## src/inc/boc_pkg.sv

```systemverilog
/*
 * Shared constants for the overcurrent hiccup controller: sequencer states,
 * trip-level code layout and all timing figures converted to cycles.
 * Assumes a 50 MHz reference clock; every count derives from that rate.
 */
package boc_pkg;

    localparam int unsigned CLK_MHZ        = 50;

    // Delay from power-on or enable to the trip-level sample.
    localparam int unsigned POR_DLY_US     = 6800;
    localparam int unsigned POR_DLY_CYC    = POR_DLY_US * CLK_MHZ;

    // Each soft-start, real or dummy, climbs in equal steps.
    localparam int unsigned SS_TIME_US     = 6800;
    localparam int unsigned SS_STEPS       = 64;
    localparam int unsigned SS_STEP_CYC    =
        (SS_TIME_US * CLK_MHZ) / SS_STEPS;
    localparam logic [5:0]  SS_LAST_STEP   = 6'h3F;

    // Blanking after the low-side edge, a least time, rounded up.
    localparam int unsigned BLANK_NS       = 200;
    localparam int unsigned BLANK_CYC      =
        (BLANK_NS * CLK_MHZ + 999) / 1000;
    // Least width of a stretched or inserted low-side pulse, rounded up.
    localparam int unsigned MIN_LS_NS      = 425;
    localparam int unsigned MIN_LS_CYC     =
        (MIN_LS_NS * CLK_MHZ + 999) / 1000;
    localparam int unsigned ON_W           = 5;
    localparam logic [ON_W-1:0] BLANK_CNT  = ON_W'(BLANK_CYC);
    localparam logic [ON_W-1:0] MIN_LS_CNT = ON_W'(MIN_LS_CYC);
    localparam logic [1:0]  NARROW_LIMIT   = 2'h2;

    // Sample-and-hold: a counter drives the DAC until it meets the pin.
    localparam int unsigned CODE_W         = 8;
    localparam int unsigned SAMP_TIME_US   = 3400;
    localparam int unsigned SAMP_STEP_CYC  =
        (SAMP_TIME_US * CLK_MHZ) / (1 << CODE_W);
    // Code that stands for the voltage above which protection is off.
    localparam logic [CODE_W-1:0] OCP_OFF_CODE = 8'hB4;
    localparam logic [CODE_W-1:0] CODE_RST     = 8'h00;

    localparam int unsigned TMR_W          = 19;

    // Gray codes along the usual path.
    typedef enum logic [2:0] {
        BOC_OFF     = 3'h0,
        BOC_POR_DLY = 3'h1,
        BOC_SAMPLE  = 3'h3,
        BOC_SOFT    = 3'h2,
        BOC_RUN     = 3'h6,
        BOC_DUMMY1  = 3'h7,
        BOC_DUMMY2  = 3'h5
    } boc_state_e;

endpackage

```

## src/inc/boc_lsm_if.sv

```systemverilog
/*
 * Link between the retry sequencer and the low-side gate monitor.
 * Assumes both ends share ref_clk and its clock enable.
 */
`timescale 1ns/1ps
interface boc_lsm_if;
    logic pwm_low;
    logic pwm_high;
    logic cycle_tick;
    logic trip_cmp;
    logic sw_en;
    logic ocp_en;
    logic low_gate;
    logic high_gate;
    logic trip_hit;

    modport seq (
        output pwm_low, pwm_high, cycle_tick, trip_cmp, sw_en, ocp_en,
        input  low_gate, high_gate, trip_hit
    );
    modport mon (
        input  pwm_low, pwm_high, cycle_tick, trip_cmp, sw_en, ocp_en,
        output low_gate, high_gate, trip_hit
    );
endinterface

```

## src/core/boc_lsm.sv

```systemverilog
/*
 * Low-side gate monitor: drives both gates, blanks the start of each
 * low-side pulse, samples the trip comparator inside the window and
 * stretches or inserts a narrow low-side pulse every third period.
 * Assumes cycle_tick marks the start of each switching period.
 */
`timescale 1ns/1ps
module boc_lsm
    import boc_pkg::*;
(
    // Clock and control
    input  wire logic ref_clk,
    input  wire logic rst_n,
    input  wire logic ce,
    // Sequencer link
    boc_lsm_if.mon    lk
);

    logic [ON_W-1:0] on_r,      on_nxt;
    logic [1:0]      narrow_r,  narrow_nxt;
    logic            wide_r,    wide_nxt;
    logic            stretch_r, stretch_nxt;
    logic            low_r,     low_nxt;
    logic            high_r,    high_nxt;
    logic            trip_r,    trip_nxt;

    always_comb begin
        narrow_nxt  = narrow_r;
        wide_nxt    = wide_r;
        stretch_nxt = stretch_r;
        on_nxt      = on_r;
        if (lk.cycle_tick) begin
            wide_nxt = 1'b0;
            if (wide_r) begin
                narrow_nxt = 2'h0;
            end else if (narrow_r + 2'h1 == NARROW_LIMIT) begin
                // Two narrow periods behind us: force the third pulse.
                narrow_nxt  = 2'h0;
                stretch_nxt = lk.ocp_en;
            end else begin
                narrow_nxt = narrow_r + 2'h1;
            end
        end
        if (low_r) begin
            if (on_r != MIN_LS_CNT) begin
                on_nxt = on_r + ON_W'(1);
            end
            if (on_r >= MIN_LS_CNT - ON_W'(1)) begin
                wide_nxt    = 1'b1;
                stretch_nxt = 1'b0;
            end
        end else begin
            on_nxt = '0;
        end
        if (!lk.sw_en || !lk.ocp_en) begin
            stretch_nxt = 1'b0;
        end
        low_nxt  = lk.sw_en & (lk.pwm_low | stretch_r);
        // The high side never overlaps a forced low-side pulse.
        high_nxt = lk.sw_en & lk.pwm_high & ~low_nxt;
        // Window opens after blanking, closes when the low gate drops.
        // A forced pulse keeps it open, or it would never be watched.
        trip_nxt = lk.sw_en & lk.ocp_en & low_r & (lk.pwm_low | stretch_r)
                   & (on_r >= BLANK_CNT) & lk.trip_cmp;
    end

    always_ff @(posedge ref_clk) begin
        if (!rst_n) begin
            on_r      <= '0;
            narrow_r  <= 2'h0;
            wide_r    <= 1'b0;
            stretch_r <= 1'b0;
            low_r     <= 1'b0;
            high_r    <= 1'b0;
            trip_r    <= 1'b0;
        end else if (ce) begin
            on_r      <= on_nxt;
            narrow_r  <= narrow_nxt;
            wide_r    <= wide_nxt;
            stretch_r <= stretch_nxt;
            low_r     <= low_nxt;
            high_r    <= high_nxt;
            trip_r    <= trip_nxt;
        end
    end

    assign lk.low_gate  = low_r;
    assign lk.high_gate = high_r;
    assign lk.trip_hit  = trip_r;

endmodule

```

## src/core/boc_top.sv

```systemverilog
/*
 * Overcurrent protection and hiccup retry sequencer for a single-phase
 * synchronous buck controller, with the low-side gate monitor inside.
 * Assumes rst_n is the supply power-on reset, enable_ok is the enable pin
 * comparator, and the analog DAC doubles trip_code against the switch node.
 */
//
// Overview of operation
// - On a trip stop switching; retry with two dummy soft-starts, one real.
// - Retry sequence repeats without any limit while the short persists.
// - Trip-level sample starts only after reset release plus a fixed delay.
// - While sampling keep low gate off and source the programming current.
// - Sampled level kept in counter and DAC until a fresh post-shutdown sample.
// - Monitoring starts a blanking time after the low-gate rising edge.
// - Monitoring ends when the low gate drops; trip accepted anywhere inside.
// - Three narrow or missing low pulses: third is stretched or inserted.
// - Protection disabled also disables low-side stretching and insertion.
// - Trip when switch drop reaches twice the sampled programming voltage.
// - Sample above a fixed limit means protection disabled.
// - Missing programming resistor reads over range and disables protection.
// - Trip during real soft-start stops output, returns to first dummy.
// - Retry period lies between two and three soft-start durations.
// - Detection stays active in every real soft-start, start-up included.
// - With the short gone the next real soft-start completes normally.
// - No resampling during retries; only after disable and re-enable.
// - Every soft-start lasts fixed time in 64 equal reference steps; dummy ones here hold ss_ref_code at zero.
// - Enable pin low stops oscillator, holds gates low, re-arms start.
`timescale 1ns/1ps
module boc_top
    import boc_pkg::*;
#(
    parameter int unsigned POR_DLY_CYCLES = POR_DLY_CYC,
    parameter int unsigned SS_STEP_CYCLES = SS_STEP_CYC
)(
    // Clock, reset and clock enable
    input  wire logic              ref_clk,
    input  wire logic              rst_n,
    input  wire logic              ce,
    // Enable pin comparator and oscillator
    input  wire logic              enable_ok,
    input  wire logic              cycle_tick,
    // Internal PWM requests
    input  wire logic              pwm_low_req,
    input  wire logic              pwm_high_req,
    // Analog comparators
    input  wire logic              sample_met,
    input  wire logic              trip_cmp,
    // Gate drivers and programming pin
    output logic                   high_side_gate,
    output logic                   low_side_gate,
    output logic                   trip_program_current,
    // Status and analog controls
    output logic [CODE_W-1:0]      trip_code,
    output logic [5:0]             ss_ref_code,
    output logic                   osc_run,
    output logic                   overcurrent_guard_on,
    output logic                   in_regulation,
    output logic                   oc_event
);

    localparam logic [TMR_W-1:0] POR_LAST  = TMR_W'(POR_DLY_CYCLES - 1);
    localparam logic [TMR_W-1:0] STEP_LAST = TMR_W'(SS_STEP_CYCLES - 1);
    localparam logic [TMR_W-1:0] SAMP_LAST = TMR_W'(SAMP_STEP_CYC - 1);

    boc_state_e        st_r,   st_nxt;
    logic [TMR_W-1:0]  tmr_r,  tmr_nxt;
    logic [5:0]        step_r, step_nxt;
    logic [CODE_W-1:0] code_r, code_nxt;
    logic              ocp_r,  ocp_nxt;
    logic              ev_r,   ev_nxt;
    logic              prog_r, prog_nxt;
    logic [5:0]        ref_r,  ref_nxt;
    logic              osc_r,  osc_nxt;
    logic              reg_r,  reg_nxt;
    logic              step_end;
    logic              ramp_end;

    boc_lsm_if lk ();

    assign lk.pwm_low    = pwm_low_req;
    assign lk.pwm_high   = pwm_high_req;
    assign lk.cycle_tick = cycle_tick;
    assign lk.trip_cmp   = trip_cmp;
    // Gates may switch only in a real soft-start or regulation.
    assign lk.sw_en      = enable_ok
                           & ((st_r == BOC_SOFT) | (st_r == BOC_RUN));
    assign lk.ocp_en     = ocp_r;

    boc_lsm boc_lsm_i (
        .ref_clk (ref_clk),
        .rst_n   (rst_n),
        .ce      (ce),
        .lk      (lk.mon)
    );

    assign step_end = (tmr_r == STEP_LAST);
    assign ramp_end = step_end & (step_r == SS_LAST_STEP);

    always_comb begin
        st_nxt   = st_r;
        tmr_nxt  = tmr_r;
        step_nxt = step_r;
        code_nxt = code_r;
        ocp_nxt  = ocp_r;
        ev_nxt   = 1'b0;
        if (!enable_ok) begin
            // Shutdown re-arms the whole start, sample included.
            st_nxt   = BOC_OFF;
            tmr_nxt  = '0;
            step_nxt = 6'h00;
        end else begin
            case (st_r)
                BOC_OFF: begin
                    st_nxt  = BOC_POR_DLY;
                    tmr_nxt = '0;
                end
                BOC_POR_DLY: begin
                    if (tmr_r == POR_LAST) begin
                        st_nxt   = BOC_SAMPLE;
                        tmr_nxt  = '0;
                        code_nxt = CODE_RST;
                    end else begin
                        tmr_nxt = tmr_r + TMR_W'(1);
                    end
                end
                BOC_SAMPLE: begin
                    if (sample_met) begin
                        // The DAC has reached the pin: the code is held.
                        st_nxt   = BOC_SOFT;
                        ocp_nxt  = 1'b1;
                        tmr_nxt  = '0;
                        step_nxt = 6'h00;
                    end else if (code_r == OCP_OFF_CODE) begin
                        // Over range, or no resistor: protection stays off.
                        st_nxt   = BOC_SOFT;
                        ocp_nxt  = 1'b0;
                        tmr_nxt  = '0;
                        step_nxt = 6'h00;
                    end else if (tmr_r == SAMP_LAST) begin
                        tmr_nxt  = '0;
                        code_nxt = code_r + CODE_W'(1);
                    end else begin
                        tmr_nxt = tmr_r + TMR_W'(1);
                    end
                end
                BOC_SOFT: begin
                    if (lk.trip_hit) begin
                        st_nxt   = BOC_DUMMY1;
                        tmr_nxt  = '0;
                        step_nxt = 6'h00;
                        ev_nxt   = 1'b1;
                    end else if (ramp_end) begin
                        st_nxt   = BOC_RUN;
                        tmr_nxt  = '0;
                        step_nxt = 6'h00;
                    end else if (step_end) begin
                        tmr_nxt  = '0;
                        step_nxt = step_r + 6'h01;
                    end else begin
                        tmr_nxt = tmr_r + TMR_W'(1);
                    end
                end
                BOC_RUN: begin
                    if (lk.trip_hit) begin
                        st_nxt   = BOC_DUMMY1;
                        tmr_nxt  = '0;
                        step_nxt = 6'h00;
                        ev_nxt   = 1'b1;
                    end
                end
                BOC_DUMMY1, BOC_DUMMY2: begin
                    // Dummy ramps time out exactly like a real one.
                    if (ramp_end) begin
                        st_nxt   = (st_r == BOC_DUMMY1) ? BOC_DUMMY2
                                                        : BOC_SOFT;
                        tmr_nxt  = '0;
                        step_nxt = 6'h00;
                    end else if (step_end) begin
                        tmr_nxt  = '0;
                        step_nxt = step_r + 6'h01;
                    end else begin
                        tmr_nxt = tmr_r + TMR_W'(1);
                    end
                end
                default: begin
                    st_nxt   = BOC_OFF;
                    tmr_nxt  = '0;
                    step_nxt = 6'h00;
                end
            endcase
        end
    end

    // Registered outputs follow the next state so they align with it.
    always_comb begin
        prog_nxt = (st_nxt == BOC_POR_DLY) | (st_nxt == BOC_SAMPLE);
        osc_nxt  = (st_nxt != BOC_OFF);
        reg_nxt  = (st_nxt == BOC_RUN);
        case (st_nxt)
            BOC_SOFT: ref_nxt = step_nxt;
            BOC_RUN:  ref_nxt = SS_LAST_STEP;
            default:  ref_nxt = 6'h00;
        endcase
    end

    always_ff @(posedge ref_clk) begin
        if (!rst_n) begin
            st_r   <= BOC_OFF;
            tmr_r  <= '0;
            step_r <= 6'h00;
            code_r <= CODE_RST;
            ocp_r  <= 1'b0;
            ev_r   <= 1'b0;
            prog_r <= 1'b0;
            ref_r  <= 6'h00;
            osc_r  <= 1'b0;
            reg_r  <= 1'b0;
        end else if (ce) begin
            st_r   <= st_nxt;
            tmr_r  <= tmr_nxt;
            step_r <= step_nxt;
            code_r <= code_nxt;
            ocp_r  <= ocp_nxt;
            ev_r   <= ev_nxt;
            prog_r <= prog_nxt;
            ref_r  <= ref_nxt;
            osc_r  <= osc_nxt;
            reg_r  <= reg_nxt;
        end
    end

    // The low gate driver is held off by the sequencer while sampling.
    assign low_side_gate        = lk.low_gate;
    assign high_side_gate       = lk.high_gate;
    assign trip_program_current = prog_r;
    assign trip_code            = code_r;
    assign ss_ref_code          = ref_r;
    assign osc_run              = osc_r;
    assign overcurrent_guard_on = ocp_r;
    assign in_regulation        = reg_r;
    assign oc_event             = ev_r;

endmodule

```

## config.mk

```make
export PLATFORM = sky130hd
export DESIGN_NAME = boc_top
export DESIGN_NICKNAME = d
export VERILOG_FILES = /design/src/inc/boc_pkg.sv /design/src/inc/boc_lsm_if.sv /design/src/core/boc_lsm.sv /design/src/core/boc_top.sv
export SDC_FILE = /design/constraint.sdc
export NUM_CORES = 1
export LEC_CHECK = 0
export BUFFER_PORTS_ARGS = -buffer_cell sky130_fd_sc_hd__buf_4
export CAP_MARGIN = 20
export CORE_MARGIN = 5
export CORE_UTILIZATION = 25
export CTS_CLUSTER_DIAMETER = 30
export DETAILED_ROUTE_END_ITERATION = 8
export HOLD_SLACK_MARGIN = 0.12
export PLACE_DENSITY = 0.36
export SETUP_SLACK_MARGIN = 0.2
export SYNTH_ARGS = -nofsm -noshare
export SYNTH_HDL_FRONTEND = slang
export SYNTH_SLANG_ARGS = --single-unit
export TNS_END_PERCENT = 10
```

## constraint.sdc

```tcl
create_clock -name ref_clk -period 5.3 [get_ports ref_clk]
set_input_delay 0.53 -clock ref_clk [delete_from_list [all_inputs] [get_ports ref_clk]]
set_output_delay 0.53 -clock ref_clk [all_outputs]
set_load 0.01 [all_outputs]
```

### After elaboration in Yosys (flattened, before gate mapping)

Cells that the tools add are included.

| cells by class | value |
|---|---|
| $add $sub $neg | 5 |
| magnitude comparators | 2 |
| equality and inequality tests | 23 |
| muxes and demuxes | 52 |
| bitwise gates (word level) | 14 |
| reductions and logical operators | 15 |

Operators with widths:

| operator | count |
|---|---|
| 19-bit 2-to-1 mux | 9 |
| 19-bit case mux with 5 select lines | 1 |
| 6-bit 2-to-1 mux | 7 |
| 8-bit 2-to-1 mux | 4 |
| 6-bit case mux with 5 select lines | 1 |
| 3-bit 2-to-1 mux | 9 |
| 19-bit by 1-bit adder with 19-bit output, second input constant | 1 |
| 19-bit by 10-bit == test with 1-bit output, second input constant | 1 |
| 19-bit by 13-bit == test with 1-bit output, second input constant | 1 |
| 19-bit == test, second input constant | 1 |
| 3-bit case mux with 6 select lines | 1 |
| 8-bit case mux with 2 select lines | 1 |
| 1-bit 2-to-1 mux | 14 |
| 3-bit by 2-bit == test with 1-bit output, second input constant | 4 |
| 3-bit == test, second input constant | 4 |
| 6-bit case mux with 2 select lines | 1 |
| 1-bit bitwise AND | 10 |
| 5-bit 2-to-1 mux | 2 |
| 2-bit inequality test, second input constant | 5 |
| 8-bit by 1-bit adder with 8-bit output, second input constant | 1 |
| 8-bit == test, second input constant | 1 |
| 7-bit AND reduction | 1 |
| 6-bit by 1-bit adder with 6-bit output, second input constant | 1 |
| 3-bit by 1-bit == test with 1-bit output, second input constant | 2 |
| 19 further kinds | 28 |

| word-level totals | value |
|---|---|
| register bits | 59 |
| output and inout bits | 21 |
| word-level logic and storage cells | 128 |

### Logic depth before layout (Yosys ltp)

| logic depth | value |
|---|---|
| depth after elaboration | 8 |
| gate-level depth with buffers | 10 |
| depth with buffers taken out | 8 |

### Hierarchy

Synthesis repeated with hierarchy kept, for this count alone.

| second synthesis, totals | value |
|---|---|
| cell total of the unflattened synthesis | 388 |
| area total of the unflattened synthesis | 3345.7 um2 |

By module, submodules not included:

| module | instances | cells each | area each (um2) | sequential area each (um2) |
|---|---|---|---|---|
| boc_top | 1 | 314 | 2671.3 | 940.9 |
| boc_lsm | 1 | 74 | 674.4 | 240.2 |

### Least setup slack after synthesis

Ideal clock, no wire load.

| timing | value |
|---|---|
| path type | reg2reg |
| from | register tmr_r[0] |
| to | register code_r[7], in the netlist trip_code[7] |
| library setup time | 121 ps |
| data arrival time | 1946 ps |
| required time | 5179 ps |
| setup slack | 3233 ps |
| stages on the path, launching flop included | 9 |
| buffers on the path | 1 |
| period minus slack after synthesis | 2067 ps |
| path through | dfxtp_1 > ha_1 > buf_2 > nor2b_1 > nand3_2 > nor3_2 > o21ai_4 > nor2_1 > mux2_2 |

| on the way | value |
|---|---|
| cells in the longest elaborated chain, start to end | 3 |
| elaborated cells on any way between the ends | 5 |

RTL lines:

| element | RTL line | RTL |
|---|---|---|
| from (decl) | boc_top.sv:66 | `logic [TMR_W-1:0] tmr_r, tmr_nxt;` |
| from (signal assigned) | boc_top.sv:220 | `tmr_r <= tmr_nxt;` |
| 19-bit by 10-bit == test with 1-bit output / 19-bit == test (equally long branches) | boc_top.sv:139, boc_top.sv:118 |  |
| 2-bit inequality test (no source line) | -- |  |
| 7-bit AND reduction (no source line) * | -- |  |
| to (signal assigned) | boc_top.sv:222 | `code_r <= code_nxt;` |
| to (decl) | boc_top.sv:68 | `logic [CODE_W-1:0] code_r, code_nxt;` |

Mark *: on every way between the ends. The rest lies on a longest branch, timed or not.
A chain may end at the register's enable or synchronous reset.

### Worst setup path in the final report

| timing | value |
|---|---|
| from | register tmr_r[0] |
| to | register ref_r[1], in the netlist ss_ref_code[1] |

| on the way | value |
|---|---|
| cells in the longest elaborated chain, start to end | 8 |
| elaborated cells on any way between the ends | 17 |

RTL lines:

| element | RTL line | RTL |
|---|---|---|
| 19-bit by 13-bit == test with 1-bit output | boc_top.sv:96 | `assign step_end = (tmr_r == STEP_LAST);` |
| 1-bit bitwise AND | boc_top.sv:97 | `assign ramp_end = step_end & (step_r == SS_LAST_STEP);` |
| 3-bit 2-to-1 mux | boc_top.sv:152 | `end else if (ramp_end) begin` |
| 3-bit 2-to-1 mux | boc_top.sv:147 | `if (lk.trip_hit) begin` |
| 3-bit case mux with 6 select lines | boc_top.sv:112 | `case (st_r)` |
| 3-bit 2-to-1 mux | boc_top.sv:106 | `if (!enable_ok) begin` |
| 3-bit == test / 3-bit by 2-bit == test with 1-bit output (equally long branches) | boc_top.sv:199 | `case (st_nxt)` |
| 6-bit case mux with 2 select lines * | boc_top.sv:199 |  |
| to (signal assigned) | boc_top.sv:226 | `ref_r <= ref_nxt;` |
| to (decl) | boc_top.sv:72 | `logic [5:0] ref_r, ref_nxt;` |

Marked as above.

==> impl_metrics.py <==
metrics = {
    "outcome": {
        "status": "finished, final reports clean",
    },
    "routing": {
        "num_vias": 2971,
        "wl_per_cell_um": 15.5,
        "drt_iter0_drc": 124,
        "postRouteAntennaNets": 0,
        "viasPerCell": 4.90,
        "wl_mm": 9.37,
        "drtPass1Iterations": 5,
        "post-route-drc-count": 0,
    },
    "power_and_ir_drop": {
        "power_density_nw_per_um2": 257,
        "ir_worst_vdd_mv": 0.144,
        "p_leak_nw": 1.38,
    },
    "floorplanning": {
        "die_x_um": 125,
        "io-pin-count": 30,
        "dieArea_um2": 15700,
        "start_util_pct": 25.3,
        "core_area_um2": 13100,
        "chipHeight_um": 125,
        "rows": 42,
    },
    "min_path": {
        "worstHoldPathCells": 3,
        "worstHoldPathType": "input port to register",
        "holdCritStartpoint": "pwm_high_req",
        "min_to": "boc_lsm_i.lk.high_gate",
    },
    "synth": {
        "synth_xor_area_share_pct": 5.27,
        "syn_area_um2": 3320,
        "synth_cell_types": 73,
        "synth_compound_gate_area_share_pct": 20.2,
        "synthArstFlopShare_pct": 0,
        "synth_edf_count": 0,
        "yosys.area_share.simple_pct": 31.7,
        "ys_seq_area_share_pct": 35.5,
        "synth_top_family_by_area": "simple AND/OR/NAND/NOR gates",
        "yosys_most_used_dff": "dfxtp_1",
        "syn_avg_cell_area_um2": 8.27,
        "muxShareOfSynthArea_pct": 0.941,
        "synth_fp_nets": 418,
        "synth_warnings": 0,
        "postSynthCellCount": 402,
        "synthAdderAreaFrac_pct": 2.63,
        "synth-seq-cells": 59,
    },
    "clocking": {
        "worstSkewPairLatency_ps": 330,
        "post-cts-setup-buffers": 0,
        "h-tree-depth": 3,
        "cts_tree": "done",
        "cts-root-buf": "clkbuf_16",
        "cts_hold_buf": 0,
        "clockBufferDepth": 2,
        "ctsResizeCount": 0,
        "clk_pin_slew_ps": 50,
        "cts.sinks": 59,
        "numCtsBuffers": 9,
    },
    "sta": {
        "slew_headroom_pct": 43.0,
        "max_freq_mhz": 393,
        "drv_slew": 0,
        "fin_crit_sh_pct": 48.1,
        "fin_crit_ps": 2550,
        "report.final.setup_viol": 0,
        "grt_setup_unrepaired": "no",
        "whs_ps": 458,
        "hold_viol": 0,
        "fin_skew_ps": 5.31,
        "worst_pin_slew_ps": 855,
        "setup_tns_ps": 0,
    },
    "layout": {
        "antenna_cells": 0,
        "final_common_cell": "dfxtp_1",
        "nets": 441,
        "mostFrequentLayoutCells": "dfxtp_1, nor2_1, nand2_1",
        "synthToLayoutAreaGrowth_pct": 19.1,
        "drive_above_1_share_pct": 14.2,
    },
    "setup_path": {
        "ff2ff_path_depth": 7,
        "crit_type": "register to register",
        "worstReg2RegEnd": "ss_ref_code[1]",
        "rr_startpoint": "tmr_r[0]",
        "critPathCaptureType": "register",
        "worstPathArrival_ps": 2810,
        "worstPathRequired_ps": 5560,
        "cp_max_fo": 9,
        "crit_path_start_kind": "register",
        "r2r_slack_ps": 2750,
    },
    "global_route": {
        "grt_busiest_layer": "met2",
        "grt_max_degree": 26,
        "grt_antenna_before_repair": 0,
        "grt_use_met1_pct": 16.7,
        "met3_usage_pct": 3.20,
        "grt_pass1_wl_mm": 15.5,
        "grt_pass1_vias": 2914,
        "grt_util_met2_pct": 18.5,
        "track_usage_pct": 12.3,
        "gr-total-overflow": 0,
    },
    "run": {
        "maxCapViolCount": 0,
    },
    "place": {
        "place_congestion": 0.748,
        "io_buffers": 29,
        "hpwl_mm": 6.75,
    },
}
-- kinds of logic after synthesis --
kind of cell,after synthesis
fa+ha+maj,7
flops,59
mux,3
compound gates,94
xor+xnor,20
buf+inv,30
simple gates,189
-- layer usage --
| metal | wire length (um) | part of all wire, % |
|---|---|---|
| met2 | 4140 | 44 |
| met4 | 189 | 2.0 |
| met5 | 0 | 0 |
| met3 | 264 | 2.8 |
| met1 | 4780 | 51 |
-- state kept, by name (all words and copies together) (netlist names), 2 cells and up --
signal              count
tmr_r                  19
boc_lsm_i.narrow_r      2
ss_ref_code             6
step_r                  6
trip_code               8
boc_lsm_i.on_r          5
st_r                    3
-- synthesized netlist by cell type, types with 8 or more instances --
library cell / count / area (um^2)
dfxtp_1: 59 / 1180
inv_1: 9 / 33.8
xor2_1: 16 / 140
a21oi_1: 25 / 125
nor2_1: 53 / 199
nand4_1: 9 / 56.3
o21ai_0: 15 / 75.1
nand3_1: 25 / 125
nand2_1: 33 / 124
and3_1: 8 / 50.1
clkbuf_1: 12 / 45.0
and4_1: 11 / 96.3
-- per-stage QoR --
stage | cells | area, um^2 | power (mW) | utilization (%) | worst slack [ps]
3_5_place_dp | 590 | 3700 | 0.507 | 28.1 | 2730
4_1_cts | 606 | 3960 | 1.04 | 30.1 | 2750
6_report | 606 | 3960 | 1.02 | 30.1 | 2750
2_1_floorplan | 402 | 3320 | 0.489 | - | 3230
5_1_grt | 606 | 3960 | 1.07 | 30.1 | 2580
3_3_place_gp | 590 | 3700 | 0.508 | 28.1 | 2760
-- worst max-delay path by stage --
| stage | to | from |
|---|---|---|
| 6_report | ss_ref_code[1] | tmr_r[0] |
| 4_1_cts | ss_ref_code[1] | tmr_r[0] |
| 3_5_place_dp | ss_ref_code[2] | tmr_r[0] |
| 5_1_grt | tmr_r[6] | st_r[0] |
| 3_3_place_gp | ss_ref_code[0] | st_r[0] |
| 2_1_floorplan | trip_code[7] | tmr_r[0] |
-- critical path, stage by stage (launching register included) --
cell and delay, ps:
dfxtp_1 370, ha_1 360, nor2b_1 350, and4_1 330, a311oi_1 150, a2111oi_4 530, a222oi_1 250, o21ai_1 140
-- power breakdown --
part | switching, mW | total, mW | internal [mW]
clock network | 0.209 | 0.523 | 0.313
logic | 0.0321 | 0.0465 | 0.0144
registers | 0.00389 | 0.450 | 0.447
-- area by class of cell --
type / instances / area, um^2
inverter: 10 / 37.5
tap: 176 / 220
sequential: 59 / 1180
clock inverter: 5 / 30.0
clock buffer: 11 / 233
fill: 1446 / 9180
timing repair buffer: 32 / 240
multi-input combinational: 313 / 2020
No activity file was read; power rests on OpenSTA's default activity.
